File: config.mk
export PLATFORM = sky130hd
export DESIGN_NAME = mct_timer_set
export DESIGN_NICKNAME = d
export VERILOG_FILES = /design/src/design/mct_pkg.sv /design/src/design/mct_timer_set.sv
export SDC_FILE = /design/constraint.sdc
export NUM_CORES = 1
export LEC_CHECK = 0
export ABC_AREA = 1
export BUFFER_PORTS_ARGS = -buffer_cell sky130_fd_sc_hd__buf_2
export CAP_MARGIN = 10
export CORE_AREA = 10 10 217 219
export DETAILED_ROUTE_END_ITERATION = 8
export DIE_AREA = 0 0 227 229
export PLACE_DENSITY = 0.69
export SLEW_MARGIN = 20
export SYNTH_ARGS = -nofsm -noshare
export SYNTH_HDL_FRONTEND = slang
export SYNTH_SLANG_ARGS = --single-unit
File: constraint.sdc
create_clock -name sys_clk_i -period 5.19 [get_ports sys_clk_i]
set_input_delay 0.7785 -clock sys_clk_i [delete_from_list [all_inputs] [get_ports sys_clk_i]]
set_output_delay 0.7785 -clock sys_clk_i [all_outputs]
set_load 0.1 [all_outputs]
File: src/design/mct_pkg.sv
// Shared constants and types for the match/capture timer set
package mct_pkg;
	localparam int          MCT_NUM_TIMERS  = 3;
	localparam int          MCT_NUM_MATCH   = 3;
	localparam int          MCT_NUM_CAP_TMR = 2;
	localparam int          MCT_CAP_PER_TMR = 2;
	localparam int          MCT_CNT_W       = 32;
	localparam logic [31:0] MCT_CNT_RESET   = 32'h0000_0000;
	localparam logic [31:0] MCT_CNT_STEP    = 32'h0000_0001;
	localparam int          MCT_DIV_W       = 8;
	localparam logic [7:0]  MCT_DIV_ZERO    = 8'h00;
	localparam logic [7:0]  MCT_DIV_ONE     = 8'h01;
	localparam int          MCT_TICK_DIV    = 1;
	localparam int          MCT_CAP_LAT     = 2;

	// Action taken when a match value is reached
	typedef struct packed {
		logic irq_en;
		logic reset_cnt;
		logic stop_cnt;
	} mct_match_cfg_t;

	// Per capture input setup
	typedef struct packed {
		logic enable;
		logic on_rise;
		logic on_fall;
		logic irq_en;
	} mct_cap_cfg_t;
endpackage

File: src/design/mct_timer_set.sv
// Three 32-bit timers with match units and capture inputs
//
// Summary of operation
// - Three independent 32-bit counters, each count readable at an output.
// - Count advances by one per counting tick while its timer runs.
// - Three match values per timer; equality raises interrupt, reset or stop.
// - Only timers zero and one have capture inputs, two each.
// - A qualifying edge on an enabled capture input latches the count.
// - Capture raises the timer interrupt only if its interrupt is enabled.
// - Counting tick is the system clock, optionally divided by a prescaler.
`timescale 1ns/10ps
`default_nettype none

module mct_timer_set
	import mct_pkg::*;
#(
	parameter int NT       = MCT_NUM_TIMERS,
	parameter int NM       = MCT_NUM_MATCH,
	parameter int NCT      = MCT_NUM_CAP_TMR,
	parameter int NC       = MCT_CAP_PER_TMR,
	parameter int CW       = MCT_CNT_W,
	parameter int TICK_DIV = MCT_TICK_DIV
) (
	// Clock and reset
	input  wire logic                            sys_clk_i,
	input  wire logic                            rst_n_i,
	// Timer control
	input  wire logic [NT-1:0]                   run_i,
	input  wire logic [NT-1:0]                   clear_i,
	// Match setup
	input  wire logic [NT-1:0][NM-1:0][CW-1:0]   match_val_i,
	input  wire mct_match_cfg_t [NT-1:0][NM-1:0] match_cfg_i,
	// Capture inputs and setup
	input  wire logic [NCT-1:0][NC-1:0]          cap_in_i,
	input  wire mct_cap_cfg_t [NCT-1:0][NC-1:0]  cap_cfg_i,
	// Counts and captured values
	output logic [NT-1:0][CW-1:0]                count_o,
	output logic [NCT-1:0][NC-1:0][CW-1:0]       cap_val_o,
	// Event pulses and stop status
	output logic [NT-1:0][NM-1:0]                match_o,
	output logic [NCT-1:0][NC-1:0]               cap_evt_o,
	output logic [NT-1:0]                        irq_o,
	output logic [NT-1:0]                        stopped_o
);

	logic [MCT_DIV_W-1:0] div_reg;
	logic                 tick;
	logic [NT-1:0]        counting;
	logic [NT-1:0][NM-1:0] hit;
	logic [NT-1:0]        cap_irq;

	always_ff @(posedge sys_clk_i or negedge rst_n_i) begin
		if (!rst_n_i) begin
			div_reg <= MCT_DIV_ZERO;
		end else if (div_reg == MCT_DIV_W'(TICK_DIV - 1)) begin
			div_reg <= MCT_DIV_ZERO;
		end else begin
			div_reg <= div_reg + MCT_DIV_ONE;
		end
	end
	assign tick = (div_reg == MCT_DIV_ZERO);

	genvar t, m, c;
	generate
		for (t = 0; t < NT; t++) begin : g_tmr
			logic          any_reset;
			logic          any_stop;
			logic [NM-1:0] irq_hit;

			assign counting[t] = run_i[t] & ~stopped_o[t] & tick;

			for (m = 0; m < NM; m++) begin : g_match
				assign hit[t][m] = counting[t] &
					(count_o[t] == match_val_i[t][m]);
				assign irq_hit[m] = hit[t][m] & match_cfg_i[t][m].irq_en;
			end

			// Reduce the match actions
			always_comb begin
				any_reset = 1'b0;
				any_stop  = 1'b0;
				for (int k = 0; k < NM; k++) begin
					any_reset |= hit[t][k] & match_cfg_i[t][k].reset_cnt;
					any_stop  |= hit[t][k] & match_cfg_i[t][k].stop_cnt;
				end
			end

			// count register, match reset wins over increment
			always_ff @(posedge sys_clk_i or negedge rst_n_i) begin
				if (!rst_n_i) begin
					count_o[t] <= MCT_CNT_RESET;
				end else if (clear_i[t] | any_reset) begin
					count_o[t] <= MCT_CNT_RESET;
				end else if (counting[t]) begin
					count_o[t] <= count_o[t] + MCT_CNT_STEP;
				end
			end

			// stop on match; dropping run releases it
			always_ff @(posedge sys_clk_i or negedge rst_n_i) begin
				if (!rst_n_i) begin
					stopped_o[t] <= 1'b0;
				end else if (any_stop) begin
					stopped_o[t] <= 1'b1;
				end else if (!run_i[t]) begin
					stopped_o[t] <= 1'b0;
				end
			end

			always_ff @(posedge sys_clk_i or negedge rst_n_i) begin
				if (!rst_n_i) begin
					match_o[t] <= '0;
					irq_o[t]   <= 1'b0;
				end else begin
					match_o[t] <= hit[t];
					irq_o[t]   <= (|irq_hit) | cap_irq[t];
				end
			end
		end

		// capture hardware only on the first timers
		for (t = 0; t < NT; t++) begin : g_capirq
			if (t < NCT) begin : g_has
				logic [NC-1:0] edge_irq;
				for (c = 0; c < NC; c++) begin : g_cap
					logic sync1_reg;
					logic sync2_reg;
					logic prev_reg;
					logic fire;

					always_ff @(posedge sys_clk_i or negedge rst_n_i) begin
						if (!rst_n_i) begin
							sync1_reg <= 1'b0;
							sync2_reg <= 1'b0;
							prev_reg  <= 1'b0;
						end else begin
							sync1_reg <= cap_in_i[t][c];
							sync2_reg <= sync1_reg;
							prev_reg  <= sync2_reg;
						end
					end

					assign fire = cap_cfg_i[t][c].enable &
						((cap_cfg_i[t][c].on_rise & sync2_reg & ~prev_reg) |
						 (cap_cfg_i[t][c].on_fall & ~sync2_reg & prev_reg));

					assign edge_irq[c] = fire & cap_cfg_i[t][c].irq_en;

					always_ff @(posedge sys_clk_i or negedge rst_n_i) begin
						if (!rst_n_i) begin
							cap_val_o[t][c] <= MCT_CNT_RESET;
							cap_evt_o[t][c] <= 1'b0;
						end else begin
							cap_evt_o[t][c] <= fire;
							if (fire) begin
								cap_val_o[t][c] <= count_o[t];
							end
						end
					end
				end
				assign cap_irq[t] = |edge_irq;
			end else begin : g_none
				// Third timer has no capture source
				assign cap_irq[t] = 1'b0;
			end
		end
	endgenerate

	// Capture pipeline depth, kept local so the delay is a plain constant
	localparam int CAP_LAT = MCT_CAP_LAT;
endmodule

`default_nettype wire

==> results of run 1 <==
## synthesized netlist by cell type, types with 23 or more instances
cell type / count
dfrtp_1: 263
xnor2_1: 194
nand3_1: 73
nand4_1: 52
nor3_1: 23
clkbuf_1: 46
nor2_1: 267
inv_1: 207
o21ai_0: 146
xor2_1: 98
buf_2: 54
nand2_1: 553
## cell families (layout without fill, tap and decap cells)
kind of cell / Yosys count / count (layout) / share of synthesized area
xor+xnor: 292 / 292 / 0.161
other cells: 0 / 5 / 0
compound gates: 159 / 159 / 0.0519
simple gates: 1030 / 1030 / 0.280
fa+ha+maj: 5 / 5 / 0.00394
flops: 263 / 263 / 0.415
buf+inv: 337 / 868 / 0.0881
## worst register-to-register path, cell delays in order, from the launching register on
cell	delay, ns
dfrtp_1	0.41
inv_1	0.07
ha_1	0.15
nand2_2	0.09
nor2_8	0.28
nand3_4	0.24
nor2_1	0.25
nand4_1	0.12
nand2_1	0.09
inv_2	0.04
nand2_2	0.46
nor2_1	0.10
## worst paths after layout
kind / from / endpoint / cells after the start / slack, ns
max: count_o[14]$_DFFE_PN0P_ / count_o[14] / 1 / 2.47
min: rst_n_i / cap_val_o[10]$_DFFE_PN0P_ / 1 / 0.19
max reg2reg: div_reg[0]$_DFF_PN0_ / count_o[68]$_DFFE_PN0P_ / 11 / 2.73
min reg2reg: g_capirq[0].g_has.g_cap[1].sync1_reg$_DFF_PN0_ / g_capirq[0].g_has.g_cap[1].sync2_reg$_DFF_PN0_ / 0 / 0.35
max in group asynchronous: rst_n_i / count_o[84]$_DFFE_PN0P_ / 2 / 3.69
min in group sys_clk_i: cap_in_i[1] / g_capirq[0].g_has.g_cap[1].sync1_reg$_DFF_PN0_ / 1 / 0.30
## cell type report
type / count / share of cell area
timing repair buffer: 590 / 0.149
multi-input combinational: 1486 / 0.395
inverter: 220 / 0.0415
sequential: 263 / 0.328
clock inverter: 17 / 0.00930
tap: 546 / 0.0341
clock buffer: 41 / 0.0421
antenna: 5 / 0.000624
## power by group
part / leakage, µW / switching [µW] / internal, µW / total, µW
Combinational: 0.00606 / 407 / 214 / 621
Sequential: 0.00363 / 23.4 / 2070 / 2100
Clock: 0.000504 / 906 / 1300 / 2200
## layer usage
metal  up-vias  wire length, µm  global-route usage
li1       7426                -                   -
met1      7483            24900               0.277
met2       681            32100               0.421
met3       112             5550              0.0512
met4         6             2020              0.0802
met5         -               40                   0
## per-stage QoR
| step | power [µW] | hold slack, ns | instances | utilization | worst slack, ns |
|---|---|---|---|---|---|
| final | 4920 | 0.186 | 3168 | 0.469 | 2.47 |
| after global routing | 5100 | 0.276 | 3166 | 0.469 | 2.43 |
| after CTS | 4980 | 0.252 | 3163 | 0.469 | 2.41 |
| after detailed placement | 2750 | 0.336 | 3105 | 0.445 | 2.55 |
| after global placement | 2740 | 0.335 | 3105 | 0.445 | 2.63 |
| after floorplan | 2470 | 0.331 | 2086 | - | 2.74 |
==> run metrics, run 1 <==
biggest regs cap_val_o x128, count_o x96, match_o x9; Yosys Warn Count 0; Die Y 229 µm; kind of critical path reg -> out; Worst Setup Start Kind flop; WP buf/inv 1; Max VDD drop ~0.22 mV; run status finished, final reports clean; RePlAce Congestion 0.980; finished layout cell area approximately 20000 µm²; TritonCTS clock tree yes; post-synthesis sequential area ratio 0.415; worst min-delay path category in -> async; Die Wd 227 µm; Storage cell area 6580 µm²; Critical-path top delay cell dfrtp_1; Vias/cell between 4 and 5; root buffer cell clkbuf_16; skew final between 0.015 and 0.02 ns; setup TNS 0 ns; CP max stage delay about 0.80 ns; PostCTS Resize Cnt 0; Leak 0.0102 µW; first-pass GRT wire length 95700 µm; Final setup viols 0; Final nets approximately 3000; Syn Nets 2434; starting density of the core 0.372; most frequent cells in the layout buf_2 (584), nand2_1 (553), nor2_1 (267), dfrtp_1 (263), inv_1 (207); commonest non-fill, non-tap cell in the layout buf_2; Worst Path Required between 4 and 5 ns; PwrDens 245 nW/µm²; Post-synth EDFFs 0; area grow syn2layout 26.3%; FP Rows 76; total wire length about 65000 µm; Syn Inst Count ~2100; post-CTS setup buffers 0; relative slew slack 0.415; RSZ-0062 raised after global routing false; Most flops, register cap_val_o; drt drc 0; max reg flops 128; DR WL/cell between 20 and 25 µm; Clock Sinks around 260; die area around 52000 µm²; cell area after synthesis about 16000 µm²; Synth area leader dfrtp_1; later-pin clock latency in the skew report just under 0.6 ns; DR vias 15700; top-area cell type share of the netlist area 0.415; pin count of the biggest net entering global routing around 110; clock slew at reported path FFs 0.06 ns; vias in the first global route approximately 16000; initial antenna violation count 8; Fillers about 4300; cts bufs inserted 31; Port Buffers between 500 and 600; Final Hold Viols 0; Routed Antenna Nets 0; crit-path cells buf_2; area of the multi-input gates ~8000 µm²; max_cap viols 0; # IOs 586; share of layout cells above drive strength 1 0.267; CP top delay family flip-flops; total gr overflow 0; CP arrival slightly below 2 ns; final worst-path cycle share 0.523; synthesis-stage register bit count between 200 and 300; CTS Hold Bufs 0; number of H-tree levels 1; worst-path fanout max 10; ys async rst share 1.00; CP endpoint kind primary output; DRT Pass-1 Iters 6; Avg Cell Area, Syn ~7.6 µm²; Final Max Tran Viols 0; Achievable Freq 368 MHz; area post-placement roughly 19000 µm²; Clock Tree Buf Depth 3; starting DRC count in detailed routing between 1000 and 1500; Core Region between 40000 and 50000 µm²; main flop type after synthesis dfrtp_1; top post-synthesis cells by area dfrtp_1 (41%), nand2_1 (13%), xnor2_1 (11%); Cell variety after synth 39; Worst Max-Slew Pin Slew ~0.88 ns; Post-DP HPWL 52000 µm; GRT Overall Usage 0.237; min Tclk post-route 2.72 ns
(Power assumes the default switching activity.)
==> inputs of run 2 (changes only) <==
PLACE_DENSITY = 0.71   (was 0.69)
clock period = 2.4 ns   (was 5.19 ns; I/O delays follow)
==> run 2 against run 1 <==
  * Global-route usage up 0.41 points
  * Largest cell class unchanged
  * Die area unchanged
  * Clock skew up 0.0072 ns
  * Sequential power up 120%
  * Cell count up 2.3%
  * Non-clock buffer count up 73
  * Total power up 120%
  * Largest power group unchanged
==> run metrics, run 2 (synthesis gave the netlist of run 1 again) <==
post-CTS setup buffers 0; RSZ-0062 raised after global routing false; clock slew at reported path FFs about 0.060 ns; Port Buffers 585; DRT Pass-1 Iters 5; number of H-tree levels 1; pin count of the biggest net entering global routing 66; Max VDD drop between 0.6 and 0.7 mV; Fillers ~4200; FF-to-FF path depth 13; area of the multi-input gates 7910 µm²; run status finished, final reports clean; Most flops, register cap_val_o; drt drc 0; setup TNS 0 ns; FP Rows 76; Worst Max-Slew Pin Slew about 0.66 ns; final worst-path cycle share 0.925; Achievable Freq 451 MHz; later-pin clock latency in the skew report around 0.60 ns; RR Endpoint count_o[36]$_DFFE_PN0P_; Clock Sinks 263; TritonCTS clock tree yes; Final Hold Viols 0; Worst R2R Start count_o[34]$_DFFE_PN0P_; Die Wd 227 µm; PostCTS Resize Cnt 0; met1 usage 0.277; CTS Hold Bufs 19; Clock Tree Buf Depth 3; root buffer cell clkbuf_16; DR WL/cell 20.2 µm; starting density of the core 0.372; Storage cell area around 6600 µm²; Final nets between 3000 and 4000; starting DRC count in detailed routing 1224; relative slew slack 0.559; total gr overflow 0; placed instance count roughly 3200; # IOs ~600; most frequent cells in the layout buf_2 (584), nand2_1 (553), nor2_1 (267), dfrtp_1 (260), inv_1 (207); max_cap viols 0; Vias/cell approximately 4.9; busiest grt layer met2; Reg2Reg Setup Slack about 0.20 ns; met2 global-route usage 0.422; PwrDens 523 nW/µm²; skew final between 0.02 and 0.03 ns; Post-DP HPWL 52600 µm; share of layout cells above drive strength 1 0.282; biggest regs cap_val_o x128, count_o x96, match_o x9; cts bufs inserted 31; Final setup viols 0; max reg flops 128; DR vias roughly 16000; final cell count without fillers between 3000 and 4000; min Tclk post-route 2.22 ns; kind of critical path reg -> out; CP endpoint kind primary output; crit-path cells buf_4, buf_2; Worst Setup Start Kind flop; Final Max Tran Viols 0; CP max stage delay 0.61 ns; Routed Antenna Nets 0; hold path startpoint match_cfg_i[2]; Worst Path Required slightly above 2 ns; Critical-path top delay cell dfrtp_1; total power about 11000 µW; worst-path fanout max 5; area grow syn2layout 30.7%; GR Util met3 0.0511; Hold Path Sink irq_o[0]$_DFF_PN0_; hold path cells 5; Leak roughly 0.011 µW; total wire length 65300 µm; RePlAce Congestion between 0.9 and 1; worst min-delay path category in -> reg; commonest non-fill, non-tap cell in the layout buf_2; Core Region about 43000 µm²; GRT Overall Usage 0.241; initial antenna violation count 7; CP arrival approximately 1.9 ns; Die Y 229 µm; die area ~52000 µm²; first-pass GRT wire length approximately 100000 µm; vias in the first global route roughly 17000
## run 2: worst max-delay path, delay by kind of cell, from the launching register on
family / cells / cell delay, ns
flip-flops: 1 / 0.61
buffers and inverters: 2 / 0.65
## run 2: area by class of cell
type | instances | share of cell area
multi-input combinational | 1486 | 0.381
sequential | 263 | 0.318
timing repair buffer | 663 | 0.176
inverter | 220 | 0.0401
clock buffer | 34 | 0.0384
tap | 546 | 0.0330
clock inverter | 21 | 0.0121
antenna | 7 | 0.000845
## run 2: power by group
part | internal (µW) | leakage [µW] | switching [µW]
clock | 2850 | 0.000510 | 2060
sequential | 4480 | 0.00363 | 49.7
combinational | 508 | 0.00645 | 897
total | 7840 | 0.0106 | 3010
## run 2: worst max path at each step
stage / startpoint / endpoint / slack [ns]
after global placement: div_reg[0]$_DFF_PN0_ / count_o[30]$_DFFE_PN0P_ / 0.26
after floorplan: count_o[65]$_DFFE_PN0P_ / count_o[84]$_DFFE_PN0P_ / 0.008
after CTS: count_o[13]$_DFFE_PN0P_ / count_o[13] / 0.17
after global routing: div_reg[0]$_DFF_PN0_ / count_o[20]$_DFFE_PN0P_ / 0.05
after detailed placement: div_reg[0]$_DFF_PN0_ / count_o[26]$_DFFE_PN0P_ / 0.22
final: count_o[54]$_DFFE_PN0P_ / count_o[54] / 0.18
## run 2: through the flow
step / cell area (µm²) / hold slack (ns) / util / setup WS (ns)
floorplan: 15900 / 0.0644 / - / 0.00835
global placement: 19500 / 0.332 / 0.456 / 0.260
detailed placement: 19500 / 0.336 / 0.456 / 0.222
CTS: 20700 / 0.00874 / 0.485 / 0.174
global route: 20700 / 0.0413 / 0.485 / 0.0504
finish: 20700 / 0.0299 / 0.486 / 0.181
## run 2: per-layer routing
layer  share of wire  wire length (µm)
met1            0.38             24700
met2            0.49             31800
met3           0.089              5850
met4           0.045              2930
met5         0.00017                11
